==> config.mk <==
export PLATFORM = sky130hd
export DESIGN_NAME = rtc_counter
export DESIGN_NICKNAME = d
export VERILOG_FILES = /design/src/rtl/rtc_pkg.sv /design/src/rtl/rtc_counter.sv
export SDC_FILE = /design/constraint.sdc
export NUM_CORES = 1
export LEC_CHECK = 0
export BUFFER_PORTS_ARGS = -buffer_cell sky130_fd_sc_hd__buf_2
export CAP_MARGIN = 10
export CELL_PAD_IN_SITES_DETAIL_PLACEMENT = 2
export CELL_PAD_IN_SITES_GLOBAL_PLACEMENT = 2
export CORE_MARGIN = 2
export CORE_UTILIZATION = 40
export CTS_CLUSTER_DIAMETER = 80
export CTS_CLUSTER_SIZE = 24
export DETAILED_ROUTE_END_ITERATION = 6
export PLACE_DENSITY = 0.92
export SLEW_MARGIN = 20
export SYNTH_ARGS = -nofsm -noshare
export SYNTH_HDL_FRONTEND = slang
export SYNTH_SLANG_ARGS = --single-unit
==> constraint.sdc <==
create_clock -name mclk -period 4.5 [get_ports mclk]
set_input_delay 0 -clock mclk [delete_from_list [all_inputs] [get_ports mclk]]
set_output_delay 0 -clock mclk [all_outputs]
set_load 0.01 [all_outputs]
==> src/rtl/rtc_pkg.sv <==
/*
 * Constants, register map and mode types of the real-time counter with its periodic tick timer.
 * Assumes a single 10 MHz system clock and a 32-bit AXI4-Lite register port.
 */
package rtc_pkg;

    // ------------------------------------------------------------------
    // Widths and clock figures
    // ------------------------------------------------------------------
    localparam int ADDR_W = 8;
    localparam int PRESC_W = 15;
    localparam int CNT_W = 16;
    localparam int EVT_N = 8;
    localparam int ULP_DIV_W = 5;
    localparam logic [ULP_DIV_W-1:0] ULP_DIV_LAST = 5'h1f;

    // ------------------------------------------------------------------
    // Register byte offsets
    // ------------------------------------------------------------------
    localparam logic [ADDR_W-1:0] OFS_CONTROL_A = 8'h00;
    localparam logic [ADDR_W-1:0] OFS_SYNC_STATUS = 8'h04;
    localparam logic [ADDR_W-1:0] OFS_IRQ_CONTROL = 8'h08;
    localparam logic [ADDR_W-1:0] OFS_IRQ_FLAGS = 8'h0c;
    localparam logic [ADDR_W-1:0] OFS_CLOCK_SOURCE_SELECT = 8'h10;
    localparam logic [ADDR_W-1:0] OFS_COUNT = 8'h14;
    localparam logic [ADDR_W-1:0] OFS_WRAP_LIMIT = 8'h18;
    localparam logic [ADDR_W-1:0] OFS_MATCH_VALUE = 8'h1c;
    localparam logic [ADDR_W-1:0] OFS_PERIODIC_TIMER_CONTROL = 8'h20;
    localparam logic [ADDR_W-1:0] OFS_PERIODIC_TIMER_SYNC_STATUS = 8'h24;
    localparam logic [ADDR_W-1:0] OFS_PERIODIC_IRQ_CONTROL = 8'h28;
    localparam logic [ADDR_W-1:0] OFS_PERIODIC_IRQ_FLAGS = 8'h2c;

    // ------------------------------------------------------------------
    // Field positions and reset values
    // ------------------------------------------------------------------
    localparam int EN_BIT = 0;
    localparam int FIELD_LSB = 3;
    localparam int WRAP_BIT = 0;
    localparam int MATCH_BIT = 1;
    localparam int EVT_LSB_TAP = 5;
    localparam logic [CNT_W-1:0] WRAP_LIMIT_RESET = 16'hffff;
    localparam logic [CNT_W-1:0] MATCH_VALUE_RESET = 16'h0000;
    localparam logic [1:0] RESP_OKAY = 2'h0;
    localparam logic [1:0] RESP_SLVERR = 2'h2;

    typedef enum logic [1:0] {
        SRC_XTAL_32K,
        SRC_EXT_CLOCK,
        SRC_ULP_OSC,
        SRC_ULP_OSC_DIV32
    } clock_source_t;

endpackage : rtc_pkg

==> src/rtl/rtc_counter.sv <==
/*
 * Real-time counter with compare and wrap flags, plus a periodic tick timer sharing one 15-bit prescaler.
 * Assumes the oscillator levels arrive synchronous to mclk and much slower than it; software is the only partner.
 */
// Added by the designer: the AXI4-Lite slave port and the address map.
//
// Overview of operation
// - Selected reference clock passes a fifteen-bit prescaler before reaching the counter.
// - First counter tick after counter equals match value raises match flag and event.
// - First counter tick after counter equals wrap limit raises wrap flag and event.
// - On wrap the counter returns to zero.
// - Four clock sources: crystal, external clock, ultra-low-power oscillator, oscillator divided by 32.
// - Periodic timer raises an interrupt every 2^n counter clocks, 4 to 32768.
// - Periodic timer offers level events dividing by 64 up to 8192.
// - Periodic timer works whether or not the counter is enabled.
// - Counter and periodic timer take timing from one shared prescaler counter.
// - The clock source selection serves both counter and periodic timer.
// - Busy bits report pending slow-domain synchronisation; software checks them before writing.
// - Counter enable written 1 starts the counter, written 0 stops it.
// - Periodic timer enable written 1 starts it, written 0 stops it.
// - Counter keeps running in sleep and its interrupts can wake the device.
// - Prescaler halts when both enables are 0 and counts when either is set.
// - Periodic output toggles every half period after its first interrupt.
// - Wrap and match events fire under exactly the conditions that set the flags.
`timescale 1ns/1ps
module rtc_counter (
    input wire logic mclk,
    input wire logic rst_n,
    input wire logic xtal_clk,
    input wire logic ext_clk,
    input wire logic ultra_low_power_osc,
    input wire logic [rtc_pkg::ADDR_W-1:0] s_axi_awaddr,
    input wire logic s_axi_awvalid,
    output logic s_axi_awready,
    input wire logic [31:0] s_axi_wdata,
    input wire logic [3:0] s_axi_wstrb,
    input wire logic s_axi_wvalid,
    output logic s_axi_wready,
    output logic [1:0] s_axi_bresp,
    output logic s_axi_bvalid,
    input wire logic s_axi_bready,
    input wire logic [rtc_pkg::ADDR_W-1:0] s_axi_araddr,
    input wire logic s_axi_arvalid,
    output logic s_axi_arready,
    output logic [31:0] s_axi_rdata,
    output logic [1:0] s_axi_rresp,
    output logic s_axi_rvalid,
    input wire logic s_axi_rready,
    output logic counter_irq,
    output logic periodic_irq,
    output logic wrap_event,
    output logic match_event,
    output logic periodic_out,
    output logic [rtc_pkg::EVT_N-1:0] periodic_level_evt
);
    import rtc_pkg::*;

    // ------------------------------------------------------------------
    // State
    // ------------------------------------------------------------------
    typedef struct packed {
        logic [2:0] osc_prev;
        logic [ULP_DIV_W-1:0] ulp_div;
        clock_source_t src;
        logic [PRESC_W-1:0] presc;
        logic [CNT_W-1:0] count;
        logic [CNT_W-1:0] wrap_limit;
        logic [CNT_W-1:0] match_value;
        logic counter_enable_bit;
        logic [3:0] presc_sel;
        logic [1:0] irq_en;
        logic [1:0] flags;
        logic periodic_timer_enable_bit;
        logic [3:0] period_sel;
        logic periodic_irq_enable;
        logic periodic_flag;
        logic busy;
        logic periodic_busy;
        logic aw_got;
        logic [ADDR_W-1:0] aw_addr;
        logic w_got;
        logic [31:0] wdata;
        logic [3:0] wstrb;
        logic awready;
        logic wready;
        logic bvalid;
        logic [1:0] bresp;
        logic arready;
        logic rvalid;
        logic [31:0] rdata;
        logic [1:0] rresp;
        logic counter_irq;
        logic periodic_irq;
        logic wrap_event;
        logic match_event;
        logic periodic_out;
        logic [EVT_N-1:0] level_evt;
    } state_t;

    state_t st_ff;
    state_t nxt_st;

    // ------------------------------------------------------------------
    // Helpers
    // ------------------------------------------------------------------
    function automatic logic [31:0] merge_bytes(input logic [31:0] old, input logic [31:0] wd,
                                                 input logic [3:0] be);
        logic [31:0] r;
        r = old;
        for (int i = 0; i < 4; i++) begin
            if (be[i]) begin
                r[i*8 +: 8] = wd[i*8 +: 8];
            end
        end
        return r;
    endfunction : merge_bytes

    function automatic logic [PRESC_W-1:0] low_mask(input logic [3:0] n);
        return PRESC_W'((16'h0001 << n) - 16'h0001);
    endfunction : low_mask

    // Period codes 1..14 tap prescaler bit 1..14, i.e. periods of 4 to 32768 clocks.
    function automatic logic tap_bit(input logic [PRESC_W-1:0] p, input logic [3:0] sel);
        logic r;
        r = 1'b0;
        if (sel != 4'h0 && sel != 4'hf) begin
            r = p[sel];
        end
        return r;
    endfunction : tap_bit

    // ------------------------------------------------------------------
    // Next state
    // ------------------------------------------------------------------
    always_comb begin
        logic [2:0] osc_now;
        logic [2:0] rise;
        logic src_tick;
        logic run;
        logic cnt_tick;
        logic [1:0] hw_set;
        logic [1:0] sw_clr;
        logic periodic_set;
        logic periodic_clr;
        logic do_write;
        logic [31:0] old_word;
        logic [31:0] word;
        logic wr_hit;
        logic [31:0] rd_word;
        logic rd_hit;
        nxt_st = st_ff;
        osc_now = {ultra_low_power_osc, ext_clk, xtal_clk};
        rise = osc_now & ~st_ff.osc_prev;
        src_tick = 1'b0;
        hw_set = 2'h0;
        sw_clr = 2'h0;
        periodic_set = 1'b0;
        periodic_clr = 1'b0;
        cnt_tick = 1'b0;
        old_word = 32'h0000_0000;
        wr_hit = 1'b1;
        rd_word = 32'h0000_0000;
        rd_hit = 1'b1;
        run = 1'b0;
        do_write = 1'b0;
        word = 32'h0000_0000;
        nxt_st.osc_prev = osc_now;

        // One source edge forms the counter clock for both functions.
        if (rise[2]) begin
            nxt_st.ulp_div = st_ff.ulp_div + ULP_DIV_W'(1);
        end
        unique case (st_ff.src)
            SRC_XTAL_32K: src_tick = rise[0];
            SRC_EXT_CLOCK: src_tick = rise[1];
            SRC_ULP_OSC: src_tick = rise[2];
            SRC_ULP_OSC_DIV32: src_tick = rise[2] && st_ff.ulp_div == ULP_DIV_LAST;
        endcase

        // The prescaler keeps its phase while halted, so the first tick after enabling may come early.
        run = st_ff.counter_enable_bit || st_ff.periodic_timer_enable_bit;
        if (run && src_tick) begin
            nxt_st.presc = st_ff.presc + PRESC_W'(1);
            cnt_tick = (st_ff.presc & low_mask(st_ff.presc_sel)) == low_mask(st_ff.presc_sel);
        end

        // Compare and wrap act on the tick that follows the counter holding the value.
        nxt_st.wrap_event = 1'b0;
        nxt_st.match_event = 1'b0;
        if (cnt_tick && st_ff.counter_enable_bit) begin
            if (st_ff.count == st_ff.wrap_limit) begin
                nxt_st.count = '0;
                hw_set[WRAP_BIT] = 1'b1;
            end else begin
                nxt_st.count = st_ff.count + CNT_W'(1);
            end
            hw_set[MATCH_BIT] = st_ff.count == st_ff.match_value;
        end
        nxt_st.wrap_event = hw_set[WRAP_BIT];
        nxt_st.match_event = hw_set[MATCH_BIT];

        // Periodic output follows the tapped prescaler bit; its rising edge is the interrupt.
        nxt_st.periodic_out = st_ff.periodic_timer_enable_bit && tap_bit(nxt_st.presc, st_ff.period_sel);
        periodic_set = nxt_st.periodic_out && !st_ff.periodic_out;
        nxt_st.level_evt = st_ff.periodic_timer_enable_bit ? nxt_st.presc[EVT_LSB_TAP +: EVT_N] : '0;

        // Busy clears on the next counter-clock edge, which is when the slow side would have caught up.
        if (src_tick) begin
            nxt_st.busy = 1'b0;
            nxt_st.periodic_busy = 1'b0;
        end

        // --------------------------------------------------------------
        // AXI4-Lite write path
        // --------------------------------------------------------------
        if (s_axi_awvalid && st_ff.awready) begin
            nxt_st.aw_got = 1'b1;
            nxt_st.aw_addr = s_axi_awaddr;
            nxt_st.awready = 1'b0;
        end
        if (s_axi_wvalid && st_ff.wready) begin
            nxt_st.w_got = 1'b1;
            nxt_st.wdata = s_axi_wdata;
            nxt_st.wstrb = s_axi_wstrb;
            nxt_st.wready = 1'b0;
        end
        if (st_ff.bvalid && s_axi_bready) begin
            nxt_st.bvalid = 1'b0;
            nxt_st.awready = 1'b1;
            nxt_st.wready = 1'b1;
        end
        do_write = st_ff.aw_got && st_ff.w_got && !st_ff.bvalid;
        if (do_write) begin
            unique case (st_ff.aw_addr)
                OFS_CONTROL_A: old_word = 32'({st_ff.presc_sel, 2'h0, st_ff.counter_enable_bit});
                OFS_IRQ_CONTROL: old_word = 32'(st_ff.irq_en);
                OFS_CLOCK_SOURCE_SELECT: old_word = 32'(st_ff.src);
                OFS_COUNT: old_word = 32'(st_ff.count);
                OFS_WRAP_LIMIT: old_word = 32'(st_ff.wrap_limit);
                OFS_MATCH_VALUE: old_word = 32'(st_ff.match_value);
                OFS_PERIODIC_TIMER_CONTROL: old_word = 32'({st_ff.period_sel, 2'h0, st_ff.periodic_timer_enable_bit});
                OFS_PERIODIC_IRQ_CONTROL: old_word = 32'(st_ff.periodic_irq_enable);
                default: old_word = 32'h0000_0000;
            endcase
            word = merge_bytes(old_word, st_ff.wdata, st_ff.wstrb);
            unique case (st_ff.aw_addr)
                OFS_CONTROL_A: begin
                    nxt_st.counter_enable_bit = word[EN_BIT];
                    nxt_st.presc_sel = word[FIELD_LSB +: 4];
                    nxt_st.busy = 1'b1;
                end
                OFS_IRQ_CONTROL: nxt_st.irq_en = word[1:0];
                OFS_IRQ_FLAGS: sw_clr = word[1:0] & {2{st_ff.wstrb[0]}};
                OFS_CLOCK_SOURCE_SELECT: nxt_st.src = clock_source_t'(word[1:0]);
                OFS_COUNT: begin
                    nxt_st.count = word[CNT_W-1:0];
                    nxt_st.busy = 1'b1;
                end
                OFS_WRAP_LIMIT: begin
                    nxt_st.wrap_limit = word[CNT_W-1:0];
                    nxt_st.busy = 1'b1;
                end
                OFS_MATCH_VALUE: begin
                    nxt_st.match_value = word[CNT_W-1:0];
                    nxt_st.busy = 1'b1;
                end
                OFS_PERIODIC_TIMER_CONTROL: begin
                    nxt_st.periodic_timer_enable_bit = word[EN_BIT];
                    nxt_st.period_sel = word[FIELD_LSB +: 4];
                    nxt_st.periodic_busy = 1'b1;
                end
                OFS_PERIODIC_IRQ_CONTROL: nxt_st.periodic_irq_enable = word[0];
                OFS_PERIODIC_IRQ_FLAGS: periodic_clr = word[0] && st_ff.wstrb[0];
                OFS_SYNC_STATUS, OFS_PERIODIC_TIMER_SYNC_STATUS: wr_hit = 1'b1;
                default: wr_hit = 1'b0;
            endcase
            nxt_st.aw_got = 1'b0;
            nxt_st.w_got = 1'b0;
            nxt_st.bvalid = 1'b1;
            nxt_st.bresp = wr_hit ? RESP_OKAY : RESP_SLVERR;
        end

        // A set in the same cycle as a clear wins, so no event is lost.
        nxt_st.flags = (st_ff.flags & ~sw_clr) | hw_set;
        nxt_st.periodic_flag = (st_ff.periodic_flag && !periodic_clr) || periodic_set;
        // No clock gating here: the request stays live in sleep and serves as the wake source.
        nxt_st.counter_irq = |(nxt_st.flags & nxt_st.irq_en);
        nxt_st.periodic_irq = nxt_st.periodic_flag && nxt_st.periodic_irq_enable;

        // --------------------------------------------------------------
        // AXI4-Lite read path
        // --------------------------------------------------------------
        if (st_ff.rvalid && s_axi_rready) begin
            nxt_st.rvalid = 1'b0;
            nxt_st.arready = 1'b1;
        end
        if (s_axi_arvalid && st_ff.arready) begin
            unique case (s_axi_araddr)
                OFS_CONTROL_A: rd_word = 32'({st_ff.presc_sel, 2'h0, st_ff.counter_enable_bit});
                OFS_SYNC_STATUS: rd_word = 32'(st_ff.busy);
                OFS_IRQ_CONTROL: rd_word = 32'(st_ff.irq_en);
                OFS_IRQ_FLAGS: rd_word = 32'(st_ff.flags);
                OFS_CLOCK_SOURCE_SELECT: rd_word = 32'(st_ff.src);
                OFS_COUNT: rd_word = 32'(st_ff.count);
                OFS_WRAP_LIMIT: rd_word = 32'(st_ff.wrap_limit);
                OFS_MATCH_VALUE: rd_word = 32'(st_ff.match_value);
                OFS_PERIODIC_TIMER_CONTROL: rd_word = 32'({st_ff.period_sel, 2'h0, st_ff.periodic_timer_enable_bit});
                OFS_PERIODIC_TIMER_SYNC_STATUS: rd_word = 32'(st_ff.periodic_busy);
                OFS_PERIODIC_IRQ_CONTROL: rd_word = 32'(st_ff.periodic_irq_enable);
                OFS_PERIODIC_IRQ_FLAGS: rd_word = 32'(st_ff.periodic_flag);
                default: rd_hit = 1'b0;
            endcase
            nxt_st.rdata = rd_word;
            nxt_st.rresp = rd_hit ? RESP_OKAY : RESP_SLVERR;
            nxt_st.rvalid = 1'b1;
            nxt_st.arready = 1'b0;
        end
    end

    // ------------------------------------------------------------------
    // Registers
    // ------------------------------------------------------------------
    always_ff @(posedge mclk or negedge rst_n) begin
        if (!rst_n) begin
            st_ff <= '0;
            st_ff.wrap_limit <= WRAP_LIMIT_RESET;
            st_ff.match_value <= MATCH_VALUE_RESET;
            st_ff.awready <= 1'b1;
            st_ff.wready <= 1'b1;
            st_ff.arready <= 1'b1;
        end else begin
            st_ff <= nxt_st;
        end
    end

    assign s_axi_awready = st_ff.awready;
    assign s_axi_wready = st_ff.wready;
    assign s_axi_bvalid = st_ff.bvalid;
    assign s_axi_bresp = st_ff.bresp;
    assign s_axi_arready = st_ff.arready;
    assign s_axi_rvalid = st_ff.rvalid;
    assign s_axi_rdata = st_ff.rdata;
    assign s_axi_rresp = st_ff.rresp;
    assign counter_irq = st_ff.counter_irq;
    assign periodic_irq = st_ff.periodic_irq;
    assign wrap_event = st_ff.wrap_event;
    assign match_event = st_ff.match_event;
    assign periodic_out = st_ff.periodic_out;
    assign periodic_level_evt = st_ff.level_evt;

endmodule : rtc_counter

# Word level (Yosys, flattened, before mapping)
# Index checks and enable logic that the tools add are counted.
[totals] inputBits=62 mem_bits_rw=0 regBits=191 latch_bits=0 out_inout_bits=54 mem_count=0 rom_bits=0
[op_classes] bitwise=8 eq_ne=30 reduce_logical=40 order_cmp=1 multipliers=0 addsub=4 div_mod_pow=0 mux=47 n_shift=1
[ops] operator="16-bit case mux with 12 select lines" n=1
[ops] operator="16-bit case mux with 8 select lines" n=1
[ops] operator="16-bit two-way mux" n=5
[ops] operator="8-bit by 5-bit == test with 1-bit output (second input constant)" n=8
[ops] operator="8-bit by 6-bit == test with 1-bit output (second input constant)" n=8
[ops] operator="55-bit two-way mux" n=1
[ops] operator="37-bit two-way mux" n=1
[ops] operator="36-bit two-way mux" n=1
[ops] operator="16-bit == test" n=2
[ops] operator="8-bit by 4-bit == test with 1-bit output (second input constant)" n=4
[ops] operator="8-bit two-way mux" n=4
[ops] operator="12-bit OR reduction" n=2
[ops] operator="1-bit two-way mux" n=17
[ops] operator="16-bit by 1-bit adder with 16-bit output (second input constant)" n=1
[ops] operator="8-bit by 3-bit == test with 1-bit output (second input constant)" n=2
[ops] operator="1-bit logical AND" n=16
[ops] operator="8-bit zero test" n=2
[ops] operator="2-bit two-way mux" n=8
[ops] operator="15-bit by 1-bit adder with 15-bit output (second input constant)" n=1
[ops] operator="15-bit bitwise AND" n=1
[ops] operator="15-bit == test" n=1
[ops] operator="15-bit two-way mux" n=1
[ops] operator="1-bit by 4-bit left shift with 15-bit output (first input constant)" n=1
[ops] operator="15-bit by 1-bit subtractor with 15-bit output (second input constant)" n=1
[ops] operator="other kinds (24)" n=41

# Longest topological paths before layout
[depth] ltp_word=13 mapped_depth=16 mapped_depth_nobuf=13

# Least setup slack after synthesis
# No wires, ideal clock.
[synth_timing] path_type="reg-to-reg" from="register st_ff[115] (netlist name)" to="register st_ff[160] (netlist name)" period_less_slack_ps=2802 stages_incl_launch_ff=13 setup_ps=136 path_buffers=2 arrival_ps=2666 setup_slack_ps=1698 required_time_ps=4364 cell_sequence="dfrtp_1 buf_6 nor2_2 nand3_1 ha_1 o21ai_0 a2111o_1 nor4_2 nand4b_4 buf_6 nor4_2 xnor2_1 o22ai_2"
[synth_lines] item="start, declared" line="rtc_counter.sv:100" text="state_t st_ff;"
[synth_lines] item="start signal, assigned" line="rtc_counter.sv:332" text="st_ff <= nxt_st;"

==> run metrics <==
Placer Congestion=between 0.8 and 0.9; Worst Setup Start Kind=flip-flop; Clock Latency Late Sink=approximately 0.45 ns; Core Util, Final=0.4695; clk root buf=clkbuf_16; Placed Area=9002 µm²; FF/Latch Area=3904 µm²; max reg flops=119; Post-DP HPWL=20,240 µm; fraction of registers with async set/reset=1.000; Biggest register=st_ff; drt initial violations=630; Post-synth EDFFs=0; hold violation count in the final report=0; Routed Antenna Nets=0; Final Max Tran Viols=0; max_slew headroom=0.3646; leak pwr=about 4.2 nW; worst clock skew=approximately 0.012 ns; final setup violation count=0; Power Dens Cells=524.0 nW/µm²; setup_tns=0 ns; total grt overflow=0; Top Layer Used=met4; Syn-to-layout area delta=14.79%; initial antenna violation count=0; Main synth FF type=dfrtp_1; Tot Pwr=around 5.2 mW; fill cell count=2,206; CTS max path bufs=2; std cell rows=53; WL met3=2018 µm; DRC errors left=8; number of global-route vias before repair=~8,500; Worst-path clk slew=0.07 ns; H-tree depth=4; # IOs=116; Syn Inst Count=891; via count=approximately 7,700; share of layout cells above drive strength 1=0.2243; min Tclk post-route=~4.2 ns; first-pass GRT wire length=52,100 µm; cell area after layout=9932 µm²; PnR worst setup slack=0.3197 ns; syn_area_per_cell=9.710 µm²; commonest cells after routing, fill and taps aside=dfrtp_1 (135), nand2_1 (118), buf_2 (78), o21ai_0 (70), mux2_2 (41); HP Class=in2reg; WS Path Type=reg2reg; Max Cap Viol=0; starting density of the core=0.4090; total die area=22,820 µm²; Tot GR Track Use=0.3058; hold slack=roughly 0.15 ns; most common cell after layout, fill and taps aside=dfrtp_1; TritonCTS clock tree=done; Mapped Area=just under 9000 µm²; Worst Path Arrival=4.46 ns; maximum fanout along the worst path=19; area of the multi-input gates=4140 µm²; Layout Nets=1,026; CTS Sinks=155; failing checks=design-rule violations; RSZ-0062 raised after global routing=no; Worst-Margin Slew=between 0.9 and 1 ns; status=finished with violations; Initial DRT Pass Iterations=7; Num CTS Buffers=17; Die X-Extent=151.1 µm; routed len/inst=approximately 27 µm; Vias/cell=6.212; placed insts=1,178; max frequency=0.2392 GHz; critical path endpoint category=flip-flop; ant diodes=0; met2 wire length=16,410 µm; M1 WL=about 14,000 µm; Routed WL=33,180 µm; Core Region=21,150 µm²; height of the die=151.1 µm; Critical Path RT=4.78 ns; fin cells=1,247; post-synthesis sequential area ratio=0.4510; Worst VDD drop=0.2999 mV; Final Cycle Share=0.9290; Seq cells post-synth=155; Synth warnings=0; IO Port Bufs=79; Distinct cells, synth=74; pre-CTS WS=0.6661 ns; largest net degree at the start of global routing=96
[timing repair]
action | in CTS | in global routing
endpoints found under the hold margin | 121 | 0
setup endpoints to repair | 0 | 6
hold buffers | 37 | 0
gates resized for setup | 0 | 1
buffers inserted | 0 | 0
[cells in the mapped netlist, types with 24 or more instances]
cell type / count / area share
xor2_1: 25 / 0.025
mux2_2: 41 / 0.053
buf_4: 47 / 0.041
nand3_1: 26 / 0.015
xnor2_1: 37 / 0.037
nor2_1: 32 / 0.014
dfrtp_1: 136 / 0.39
o21ai_0: 70 / 0.040
nand2_1: 118 / 0.051
a21oi_1: 30 / 0.017
clkbuf_1: 39 / 0.017
inv_1: 24 / 0.010
[layer usage]
layer	track usage	vias to the layer above
met5	0	-
met4	0.1411	0
met3	0.05572	96
met2	0.5077	376
met1	0.3884	4021
li1	-	3253
[worst paths after layout]
path                                  from               to  slack, ns  cells after the start
max in group asynchronous            rst_n       st_ff[146]       3.22                      3
min in group asynchronous            rst_n        st_ff[91]       0.21                      2
setup / recovery                st_ff[113]       st_ff[157]       0.32                     12
hold / removal             s_axi_araddr[6]   s_axi_rresp[1]       0.15                      3
hold reg to reg            s_axi_rdata[14]  s_axi_rdata[14]       0.48                      2
setup reg to reg                st_ff[113]       st_ff[157]       0.32                     12
[worst max-delay path, stage by stage (launching register included)]
cell	delay [ns]
dfrtp_1	0.71
nand3_1	0.24
ha_1	0.44
and2_1	0.28
o2111ai_1	0.21
a21oi_1	0.11
nor4_2	0.31
nand4b_4	0.41
nor2_1	0.33
nand2_1	0.14
inv_2	0.10
a21o_1	0.49
o22ai_1	0.21
[final cells by class]
class	instances	share of cell area
clock buffers	19	0.04359
well taps	275	0.03464
flip-flops and latches	155	0.3930
inverters	26	0.009826
repair buffers	132	0.08982
multi-input cells	627	0.4169
clock inverters	13	0.01222
[where the power goes]
group | leakage (nW) | internal (mW) | switching [mW]
sequential | 1.89 | 1.71 | 0.504
clock | 0.256 | 0.762 | 0.654
combinational | 2.07 | 0.603 | 0.974
[cells by family (layout without fill, tap and decap cells)]
group	after synthesis	after routing	share of synthesized area
simple gates	278	278	0.1638
compound gates	206	206	0.1620
flops	155	155	0.4510
buf+inv	126	190	0.07824
xor+xnor	62	62	0.06276
mux	58	58	0.07447
fa+ha+maj	5	5	0.007231
other cells	1	18	0.0004334
Note: power is estimated with default switching activity, not from simulation.
